[src/shared/irqmb_pkg.sv]
package irqmb_pkg;

	// Bank geometry and bus widths.
	localparam int MASK_COUNT = 9;
	localparam int DATA_W     = 8;
	localparam int WB_DW      = 32;
	localparam int WB_AW      = 12;
	localparam int SLOT_W     = 4;

	typedef logic [DATA_W-1:0] irqmb_byte_type;
	typedef irqmb_byte_type [MASK_COUNT-1:0] irqmb_bank_type;

	// Register indices; the byte address is four times the index.
	localparam logic [9:0] SYS_MASK_IDX       = 10'h10a;
	localparam logic [9:0] REF_LOW_MASK_IDX   = 10'h10b;
	localparam logic [9:0] REF_HIGH_MASK_IDX  = 10'h10c;
	localparam logic [9:0] LOOP0_LOCK_IDX     = 10'h10d;
	localparam logic [9:0] LOOP0_STATE_IDX    = 10'h10e;
	localparam logic [9:0] LOOP0_ANALOG_IDX   = 10'h10f;
	localparam logic [9:0] LOOP1_LOCK_IDX     = 10'h110;
	localparam logic [9:0] LOOP1_STATE_IDX    = 10'h111;
	localparam logic [9:0] LOOP1_ANALOG_IDX   = 10'h112;
	localparam logic [9:0] GATE_SUMMARY_IDX   = 10'h113;
	localparam logic [9:0] FIRST_MASK_IDX     = SYS_MASK_IDX;

	// Slots within the bank, in address order.
	localparam int SLOT_SYS      = 0;
	localparam int SLOT_REF_LOW  = 1;
	localparam int SLOT_REF_HIGH = 2;
	localparam int SLOT_LOOP0    = 3;
	localparam int SLOT_LOOP1    = 6;
	localparam int OFS_LOCK      = 0;
	localparam int OFS_STATE     = 1;
	localparam int OFS_ANALOG    = 2;

	// System register field positions.
	localparam int SYS_PLL_UNLOCK_BIT = 6;
	localparam int SYS_PLL_STABLE_BIT = 5;
	localparam int SYS_PLL_LOCK_BIT   = 4;
	localparam int WATCHDOG_BIT       = 3;
	localparam int NVM_FAULT_BIT      = 1;
	localparam int NVM_DONE_BIT       = 0;

	// Reference register field positions, per input of a pair.
	localparam int REF_FAULT_BIT   = 0;
	localparam int REF_CLEARED_BIT = 1;
	localparam int REF_VALID_BIT   = 2;
	localparam int REF_UPPER_SHIFT = 4;

	// Loop lock register field positions.
	localparam int FREQ_UNCLAMP_BIT = 7;
	localparam int FREQ_CLAMP_BIT   = 6;
	localparam int SLEW_UNLIMIT_BIT = 5;
	localparam int SLEW_LIMIT_BIT   = 4;
	localparam int FREQ_UNLOCK_BIT  = 3;
	localparam int FREQ_LOCK_BIT    = 2;
	localparam int PHASE_UNLOCK_BIT = 1;
	localparam int PHASE_LOCK_BIT   = 0;

	// Loop state register field positions.
	localparam int SWITCH_BIT     = 7;
	localparam int FREE_RUN_BIT   = 6;
	localparam int HOLDOVER_BIT   = 5;
	localparam int HISTORY_BIT    = 4;
	localparam int ACTIVATED_LSB  = 0;

	// Loop analog register field positions.
	localparam int DIST_SYNC_BIT   = 4;
	localparam int ANA_UNLOCK_BIT  = 3;
	localparam int ANA_LOCK_BIT    = 2;
	localparam int ANA_CAL_END_BIT = 1;
	localparam int ANA_CAL_GO_BIT  = 0;

	// Writable positions and reset value.
	localparam irqmb_byte_type SYS_WRITABLE    = 8'h7b;
	localparam irqmb_byte_type REF_WRITABLE    = 8'h77;
	localparam irqmb_byte_type LOCK_WRITABLE   = 8'hff;
	localparam irqmb_byte_type STATE_WRITABLE  = 8'hff;
	localparam irqmb_byte_type ANALOG_WRITABLE = 8'h1f;
	localparam irqmb_byte_type MASK_RESET      = 8'h00;
	localparam irqmb_bank_type BANK_WRITABLE   = {ANALOG_WRITABLE, STATE_WRITABLE, LOCK_WRITABLE,
		ANALOG_WRITABLE, STATE_WRITABLE, LOCK_WRITABLE, REF_WRITABLE, REF_WRITABLE, SYS_WRITABLE};

	typedef struct packed {
		logic cyc;
		logic stb;
		logic we;
		logic [3:0] sel;
		logic [WB_AW-1:0] adr;
		logic [WB_DW-1:0] dat;
	} irqmb_wb_req_type;

	typedef struct packed {
		logic ack;
		logic [WB_DW-1:0] dat;
	} irqmb_wb_rsp_type;

	typedef struct packed {
		logic pll_unlocked;
		logic pll_stable;
		logic pll_locked;
		logic watchdog_expired;
		logic nvm_fault;
		logic nvm_done;
	} irqmb_sys_ev_type;

	typedef struct packed {
		logic validated;
		logic fault_cleared;
		logic fault;
	} irqmb_ref_ev_type;

	typedef struct packed {
		logic freq_unclamped;
		logic freq_clamped;
		logic slew_unlimited;
		logic slew_limited;
		logic freq_unlocked;
		logic freq_locked;
		logic phase_unlocked;
		logic phase_locked;
		logic switching;
		logic free_run;
		logic holdover;
		logic history_updated;
		logic [3:0] ref_activated;
		logic dist_sync;
		logic analog_unlocked;
		logic analog_locked;
		logic analog_cal_done;
		logic analog_cal_started;
	} irqmb_loop_ev_type;

	typedef struct packed {
		irqmb_sys_ev_type sys;
		irqmb_ref_ev_type [3:0] ref_input;
		irqmb_loop_ev_type [1:0] loop;
	} irqmb_event_type;

endpackage

[src/hw/irqmb_bank.sv]
`timescale 1ns/1ps
module irqmb_bank (
	// Clock and reset.
	input  wire logic                       mclk,
	input  wire logic                       reset_n,
	// Register bus.
	input  wire irqmb_pkg::irqmb_wb_req_type wb_req,
	output irqmb_pkg::irqmb_wb_rsp_type     wb_rsp,
	// Event sources.
	input  wire irqmb_pkg::irqmb_event_type events,
	// Toward the monitor bank.
	output irqmb_pkg::irqmb_bank_type       mask_bits,
	output irqmb_pkg::irqmb_bank_type       gated_bits
);
	import irqmb_pkg::*;

	// Decodes a byte address to a slot of the mask bank.
	function automatic logic [SLOT_W:0] bank_slot(input logic [WB_AW-1:0] adr);
		logic [9:0] idx;
		logic [9:0] rel;
		idx = adr[WB_AW-1:2];
		rel = idx - FIRST_MASK_IDX;
		if (idx >= FIRST_MASK_IDX && rel < 10'(MASK_COUNT)) begin
			bank_slot = {1'b1, rel[SLOT_W-1:0]};
		end else begin
			bank_slot = '0;
		end
	endfunction

	// Places a pair of reference inputs into register layout.
	function automatic irqmb_byte_type pack_ref_pair(input irqmb_ref_ev_type lo,
		input irqmb_ref_ev_type hi);
		irqmb_byte_type r;
		r = '0;
		r[REF_FAULT_BIT]                     = lo.fault;
		r[REF_CLEARED_BIT]                   = lo.fault_cleared;
		r[REF_VALID_BIT]                     = lo.validated;
		r[REF_FAULT_BIT + REF_UPPER_SHIFT]   = hi.fault;
		r[REF_CLEARED_BIT + REF_UPPER_SHIFT] = hi.fault_cleared;
		r[REF_VALID_BIT + REF_UPPER_SHIFT]   = hi.validated;
		return r;
	endfunction

	// Places a loop's lock events into register layout.
	function automatic irqmb_byte_type pack_lock(input irqmb_loop_ev_type ev);
		irqmb_byte_type r;
		r = '0;
		r[FREQ_UNCLAMP_BIT] = ev.freq_unclamped;
		r[FREQ_CLAMP_BIT]   = ev.freq_clamped;
		r[SLEW_UNLIMIT_BIT] = ev.slew_unlimited;
		r[SLEW_LIMIT_BIT]   = ev.slew_limited;
		r[FREQ_UNLOCK_BIT]  = ev.freq_unlocked;
		r[FREQ_LOCK_BIT]    = ev.freq_locked;
		r[PHASE_UNLOCK_BIT] = ev.phase_unlocked;
		r[PHASE_LOCK_BIT]   = ev.phase_locked;
		return r;
	endfunction

	// Places a loop's mode and activation events into register layout.
	function automatic irqmb_byte_type pack_state(input irqmb_loop_ev_type ev);
		irqmb_byte_type r;
		r = '0;
		r[SWITCH_BIT]   = ev.switching;
		r[FREE_RUN_BIT] = ev.free_run;
		r[HOLDOVER_BIT] = ev.holdover;
		r[HISTORY_BIT]  = ev.history_updated;
		r[ACTIVATED_LSB +: 4] = ev.ref_activated;
		return r;
	endfunction

	// Places a loop's sync and analog events into register layout.
	function automatic irqmb_byte_type pack_analog(input irqmb_loop_ev_type ev);
		irqmb_byte_type r;
		r = '0;
		r[DIST_SYNC_BIT]   = ev.dist_sync;
		r[ANA_UNLOCK_BIT]  = ev.analog_unlocked;
		r[ANA_LOCK_BIT]    = ev.analog_locked;
		r[ANA_CAL_END_BIT] = ev.analog_cal_done;
		r[ANA_CAL_GO_BIT]  = ev.analog_cal_started;
		return r;
	endfunction

	// Bus decode state.
	logic [SLOT_W:0]   slot;
	logic              slot_hit;
	logic              summary_hit;
	logic              bus_req;
	logic              wr_commit;
	logic              next_ack;
	logic [WB_DW-1:0]  next_rd_data;
	logic [WB_DW-1:0]  rd_data;
	logic              ack;

	// Mask bank and gating state.
	irqmb_bank_type    masks;
	irqmb_bank_type    layout;
	irqmb_bank_type    next_gated;
	logic [MASK_COUNT-1:0] wr_en;
	logic [MASK_COUNT:0]   gate_summary;

	assign slot        = bank_slot(wb_req.adr);
	assign slot_hit    = slot[SLOT_W];
	assign summary_hit = (wb_req.adr[WB_AW-1:2] == GATE_SUMMARY_IDX);
	assign bus_req     = wb_req.cyc & wb_req.stb;

	// A write lands on the edge at which the master sees ack, so it is applied exactly once.
	assign wr_commit   = bus_req & wb_req.we & ack & wb_req.sel[0];

	always_comb begin
		wr_en = '0;
		if (wr_commit && slot_hit) begin
			wr_en[slot[SLOT_W-1:0]] = 1'b1;
		end
	end

	genvar gi;
	generate
		for (gi = 0; gi < MASK_COUNT; gi++) begin : g_mask
			irqmb_mask_reg #(
				.WRITABLE (BANK_WRITABLE[gi])
			) u_mask (
				.mclk    (mclk),
				.reset_n (reset_n),
				.wr_en   (wr_en[gi]),
				.wr_data (wb_req.dat[DATA_W-1:0]),
				.value   (masks[gi])
			);
		end
	endgenerate

	// Reports which mask registers currently let anything through.
	always_comb begin
		gate_summary = '0;
		for (int i = 0; i < MASK_COUNT; i++) begin
			gate_summary[i] = |masks[i];
		end
		gate_summary[MASK_COUNT] = |gate_summary[MASK_COUNT-1:0];
	end

	// Event layout matches the monitor bank bit for bit.
	always_comb begin
		layout = '0;
		layout[SLOT_SYS][SYS_PLL_UNLOCK_BIT] = events.sys.pll_unlocked;
		layout[SLOT_SYS][SYS_PLL_STABLE_BIT] = events.sys.pll_stable;
		layout[SLOT_SYS][SYS_PLL_LOCK_BIT]   = events.sys.pll_locked;
		layout[SLOT_SYS][WATCHDOG_BIT]       = events.sys.watchdog_expired;
		layout[SLOT_SYS][NVM_FAULT_BIT]      = events.sys.nvm_fault;
		layout[SLOT_SYS][NVM_DONE_BIT]       = events.sys.nvm_done;
		layout[SLOT_REF_LOW]  = pack_ref_pair(events.ref_input[0], events.ref_input[1]);
		layout[SLOT_REF_HIGH] = pack_ref_pair(events.ref_input[2], events.ref_input[3]);
		layout[SLOT_LOOP0 + OFS_LOCK]   = pack_lock(events.loop[0]);
		layout[SLOT_LOOP0 + OFS_STATE]  = pack_state(events.loop[0]);
		layout[SLOT_LOOP0 + OFS_ANALOG] = pack_analog(events.loop[0]);
		layout[SLOT_LOOP1 + OFS_LOCK]   = pack_lock(events.loop[1]);
		layout[SLOT_LOOP1 + OFS_STATE]  = pack_state(events.loop[1]);
		layout[SLOT_LOOP1 + OFS_ANALOG] = pack_analog(events.loop[1]);
	end

	// Gating is registered so the monitor sees a clean one-cycle-late copy of each event.
	always_comb begin
		for (int i = 0; i < MASK_COUNT; i++) begin
			next_gated[i] = layout[i] & masks[i] & BANK_WRITABLE[i];
		end
	end

	// Bus answer: one wait cycle, then ack for a single cycle; unmapped reads return zero.
	always_comb begin
		next_ack     = bus_req & ~ack;
		next_rd_data = '0;
		if (bus_req && !ack) begin
			if (slot_hit) begin
				next_rd_data[DATA_W-1:0] = masks[slot[SLOT_W-1:0]];
			end else if (summary_hit) begin
				next_rd_data[MASK_COUNT:0] = gate_summary;
			end
		end
	end

	always_ff @(posedge mclk or negedge reset_n) begin
		if (!reset_n) begin
			ack        <= 1'b0;
			rd_data    <= '0;
			gated_bits <= '0;
		end else begin
			ack        <= next_ack;
			rd_data    <= next_rd_data;
			gated_bits <= next_gated;
		end
	end

	assign wb_rsp.ack = ack;
	assign wb_rsp.dat = rd_data;
	assign mask_bits  = masks;

endmodule

[src/hw/irqmb_mask_reg.sv]
`timescale 1ns/1ps
module irqmb_mask_reg #(
	parameter irqmb_pkg::irqmb_byte_type WRITABLE = 8'hff
) (
	// Clock and reset.
	input  wire logic                    mclk,
	input  wire logic                    reset_n,
	// Write port.
	input  wire logic                    wr_en,
	input  wire irqmb_pkg::irqmb_byte_type wr_data,
	// Stored mask.
	output irqmb_pkg::irqmb_byte_type    value
);
	import irqmb_pkg::*;

	irqmb_byte_type next_value;

	always_comb begin
		next_value = value;
		if (wr_en) begin
			next_value = wr_data & WRITABLE;
		end
	end

	always_ff @(posedge mclk or negedge reset_n) begin
		if (!reset_n) begin
			value <= MASK_RESET;
		end else begin
			value <= next_value;
		end
	end

endmodule

[config.mk]
export PLATFORM = sky130hd
export DESIGN_NAME = irqmb_bank
export DESIGN_NICKNAME = d
export VERILOG_FILES = /design/src/shared/irqmb_pkg.sv /design/src/hw/irqmb_bank.sv /design/src/hw/irqmb_mask_reg.sv
export SDC_FILE = /design/constraint.sdc
export NUM_CORES = 1
export LEC_CHECK = 0
export ABC_AREA = 1
export BUFFER_PORTS_ARGS = -buffer_cell sky130_fd_sc_hd__buf_2
export CELL_PAD_IN_SITES_DETAIL_PLACEMENT = 0
export CELL_PAD_IN_SITES_GLOBAL_PLACEMENT = 1
export CORE_ASPECT_RATIO = 0.8
export CORE_MARGIN = 4
export CORE_UTILIZATION = 25
export DETAILED_ROUTE_END_ITERATION = 10
export PLACE_DENSITY = 0.7
export SLEW_MARGIN = 40
export SYNTH_ARGS = -nofsm -noshare
export SYNTH_HDL_FRONTEND = slang
export SYNTH_SLANG_ARGS = --single-unit
[constraint.sdc]
create_clock -name mclk -period 4.7 [get_ports mclk]
set_input_delay 0.235 -clock mclk [delete_from_list [all_inputs] [get_ports mclk]]
set_output_delay 0.235 -clock mclk [all_outputs]
set_load 0.05 [all_outputs]
# After elaboration in Yosys (flattened, before gate mapping)
# Index checks and enable logic that the tools add are counted.
# classes
n_addsub	1
magnitude_cmp	4
n_eq_ne	1
muxes	10
bitwise_logic	15
reduce_logical	15
# op_table
op	n
$reduce_or A60 Y1	1
$and A8 B8 Y8	4
$bmux W8 S4	1
$reduce_or A8 Y1	4
$and A7 B7 Y7	3
$mux W10	2
$reduce_or A6 Y1	3
$mux W8	2
$and A5 B5 Y5	2
$eq A10 B9 Y1 const B	1
$ge A10 B9 Y1 const B	1
$lt A10 B4 Y1 const B	1
$reduce_or A5 Y1	2
$sub A10 B9 Y10 const B	1
$mux W9	1
$and A1 B1 Y1	5
$lt A4 B5 Y1 const B	1
$mux W5	1
$demux W1 S4	1
$ge A4 B1 Y1 const B	1
$logic_and A1 B1 Y1	4
$mux W2	1
$logic_not A1 Y1	1
$mux W1	1
$not A1 Y1	1
# word_totals
reg_bits	131
input_bits	113
output_inout_bits	177
wordCells	66

# Logic depth before layout (Yosys ltp)
# logic_depth
ltp_word	9
ltp_mapped	17
mapped_depth_nobuf	16

# Hierarchy
# A second synthesis with hierarchy kept.
# hier_totals
cells_unflattened	805
hier_area_um2	6383.6
# by_module_without_submodules
module	instances	cells_each	area_per_inst_um2	seq_area_each_um2
irqmb_bank	1	535	4018.9	1776.7
irqmb_mask_reg (g_mask[3].u_mask ...)	4	34	305.3	200.2
irqmb_mask_reg (g_mask[0].u_mask ...)	3	28	240.2	150.1
irqmb_mask_reg (g_mask[5].u_mask ...)	2	25	211.5	125.1

# Worst setup path after synthesis
# OpenSTA, ideal clock, no wires.
# synth_path
kind	input port to flip-flop
start	input wb_req[36] in the netlist's numbering
end	register g_mask[1].u_mask.value[4]
setup_time_ns	0.124
arrival_ns	1.859
t_required_ns	4.576
setup_slack_ns	2.717
cell_stages	15
n_path_buf	2
path_cell_list	inv_1 > ha_1 > nand3_1 > nand3_1 > nand2_1 > nor2_8 > nand2_4 > buf_6 > nor2_8 > inv_2 > nor2_4 > nand2_2 > buf_6 > nand2_1 > o21ai_2
# synth_between
elab_chain_cells	9
# synth_lines
element	line_no	rtl
start, declared	irqmb_bank.sv:7	input wire irqmb_pkg::irqmb_wb_req_type wb_req,
$sub A10 B9 Y10	irqmb_bank.sv:22	rel = idx - FIRST_MASK_IDX;
$lt A10 B4 Y1	irqmb_bank.sv:23	if (idx >= FIRST_MASK_IDX && rel < 10'(MASK_COUNT)) begin
$logic_and A1 B1 Y1	irqmb_bank.sv:23	
$mux W5 (*)	irqmb_bank.sv:23	
$lt A4 B5 Y1 (implied by the code) / $ge A4 B1 Y1 (equally long branches)	irqmb_bank.sv:112	wr_en[slot[SLOT_W-1:0]] = 1'b1;
$logic_and A1 B1 Y1 (implied by the code)	irqmb_bank.sv:112	
$mux W1 (implied by the code)	irqmb_bank.sv:112	
$demux W1 S4	irqmb_bank.sv:112	
$mux W9 (*)	irqmb_bank.sv:111	if (wr_commit && slot_hit) begin
end signal, assigned	irqmb_mask_reg.sv:29	value <= next_value;
end, declared	irqmb_mask_reg.sv:12	output irqmb_pkg::irqmb_byte_type value
# Mark *: on every way between the ends. The rest lies on a longest branch, timed or not.
# A chain may end at the register's enable or synchronous reset.

# Final worst setup path
# layout_path
start	input wb_req[35] in the netlist's numbering
end	register g_mask[1].u_mask.value[4]
# Same word-level chain as after synthesis.

==> flow_metrics.tcl <==
set metrics [dict create \
    maxCapViolCount 0 \
    drt-total-wl_um 20400 \
    grt_pass1_wl_um 31100 \
    ant_nets 0 \
    ios 290 \
    maxSlewHeadroom 0.595 \
    vias_per_cell 4.07 \
    finalHoldViolations 0 \
    ir_drop_mv 0.260 \
    grt_max_degree 98 \
    min_path_type "in2reg" \
    ys_top_cells_by_area "dfrtp_1 (52%), nand2_1 (14%), inv_1 (8.0%), buf_4 (5.6%), o21ai_1 (3.4%)" \
    path_clk_slew_ns 0.06 \
    drive_above_1_share 0.275 \
    worst_setup_path_end_kind "flop" \
    clock.fmax_ghz 0.416 \
    crit_start "wb_req[35]" \
    arrival_ns 2.76 \
    synth-main-ff-cell "dfrtp_1" \
    post_synth_instance_area_sq_um 6250 \
    cts-root-buf "clkbuf_16" \
    worst-path-stages 13 \
    layout.nets 1139 \
    hold_path.startpoint "events[38]" \
    r2r-end "g_mask[8].u_mask.value[4]" \
    path_class "in2reg" \
    grt_usage 0.150 \
    finalSetupViolCount 0 \
    clockBufferDepth 2 \
    wl_per_cell_um 15.1 \
    postSynthAreaPerCell_sq_um 8.39 \
    ctsResizeCount 0 \
    drtIter0Drc 277 \
    tns_ns 0 \
    ys_types 38 \
    ys_warn_count 0 \
    slowest_stage "nor2_4" \
    area_growth_pct 40.1 \
    synth_edf_count 0 \
    crit_path_end "g_mask[1].u_mask.value[4]" \
    cts_setup_buffers 0 \
    dpl.hpwl_um 15200 \
    initial_utilization 0.255 \
    cts.hold.buffers_added 60 \
    fin_worst_skew_ns 0.00839 \
    layout_commonest_cell "nand2_1" \
    numCtsBuffers 17 \
    synthArstFlopShare 1.00 \
    final_cell_mix "nand2_1 (229), buf_2 (213), inv_1 (134)" \
    critical_path_buf_inv_count 3 \
    required_ns 5.05 \
    yosys_register_bits 131 \
    cts_sinks 131 \
    cpPeakStageDelay_ns 0.47 \
    p_leak_uw 0.00522 \
    io_buffers 214 \
    antenna_found_initial 0 \
    vias 5516 \
    core_area_sq_um 24500 \
    yosys.area.top_type "dfrtp_1" \
    path_cells "buf_2 -> inv_2 -> ha_1 -> inv_1 -> o21ai_0 -> nand3_1 -> nor2_4 -> nand2_4 -> nor2_4 -> nor2_4 -> nand2_2 -> nand2_1 -> o21ai_2" \
    r2r_slack_ns 2.90 \
    row_count 51 \
    grt_pass1_vias 5423 \
    cpMostUsedCell "nor2_4" \
    rsz0062_at_grt "false" \
    ff2ff_path_depth 6 \
    grt-ovfl-total 0 \
    drc_errors 0 \
    die_x_um 185 \
    p_per_area_nw_per_um2 330 \
    cts_tree "done" \
    cp_top_family "simple AND/OR/NAND/NOR gates" \
    htree_levels 4 \
    die_h_um 149 \
    n_antenna_cell 0 \
    min_period_over_period 0.512 \
    finalCriticalPeriod_ns 2.41 \
    r2r_start "ack" \
    slew_viol_final 0 \
    run_status "finished clean" \
    clkLatencyLatePin_ns 0.43 \
    crit_fanout 14 \
    fin_util 0.357 \
    ys_seq_area_frac 0.524 \
    synth_cells 745 \
    die_area_sq_um 27600 \
    dr.pass1.iters 4 \
    start_kind "input port" \
    netlist.area_leader.share 0.524 \
    gp_congestion 0.864 \
    worst_pin_slew_ns 0.606 \
]
synthesized netlist by cell type (2+ instances only):
cell,n
nor2_8,3
nand2_4,4
nand3_1,14
buf_4,47
o21ai_0,25
nand2_2,7
nand3_2,2
o21ai_1,42
buf_2,7
o21ai_2,6
nand4_1,14
inv_1,134
nor4_1,13
nand3b_1,2
nor2_1,21
buf_6,5
a21boi_1,3
a21oi_1,10
nor3_1,3
nand2_1,229
inv_2,3
nor2_4,5
dfrtp_1,131
worst min path at each step:
| stage | endpoint | depth (start not counted) |
|---|---|---|
| after floorplan | ack | 0 |
| after global placement | gated_bits[40] | 1 |
| after detailed placement | gated_bits[40] | 1 |
| after CTS | gated_bits[52] | 3 |
| after global routing | gated_bits[52] | 3 |
| final | gated_bits[52] | 3 |
final cells by class:
class                      count  area [sq um]
fill                        2580         15700
sequential                   131          3280
multi-input combinational    459          2170
timing repair buffer         276          1720
inverter                     140           529
clock buffer                  20           467
tap                          318           398
clock inverter                12           203
registers in the layout, indices dropped and copies added (netlist names):
register             flops
rd_data                 10
g_mask.u_mask.value     60
ack                      1
gated_bits              60
through the flow:
step                instances  total power, uW  worst slack [ns]  area, sq um  hold WS [ns]
floorplan                 790             1310              2.72         6420       -0.0606
global placement         1263             1360              1.88         7460         0.386
detailed placement       1263             1360              1.86         7460         0.315
CTS                      1355             2940              2.31         8730        0.0134
global route             1356             3000              1.99         8760        0.0170
finish                   1356             2890              2.29         8760        0.0283
per-layer routing:
metal  share of wire  global-route usage  routed length, um
met5         0.00029                   0                  6
met4           0.012              0.0389                242
met2            0.45               0.235               9200
met1            0.47               0.204               9540
met3           0.070              0.0425               1430
report_power, final:
| part | switching (uW) | internal, uW | leakage [uW] |
|---|---|---|---|
| clock network | 527 | 984 | 0.000314 |
| registers | 1.48 | 1130 | 0.00183 |
| logic | 174 | 72.2 | 0.00307 |
| total | 702 | 2190 | 0.00522 |
logic make-up (layout without fill, tap and decap cells):
kind of cell	after synthesis	count (layout)	synth area share
AO/OA/AOI/OAI	90	90	0.0786
AND/OR/NAND/NOR	322	322	0.238
other	1	46	0.000600
adder cells (fa/ha/maj)	1	1	0.00200
flip-flops	131	131	0.524
buffers and inverters	200	448	0.156
tightest hold or removal path, cell delays in order:
cell and delay, ns:
buf_2 0.07, nand2_1 0.05, inv_1 0.06
(Power assumes the default switching activity.)
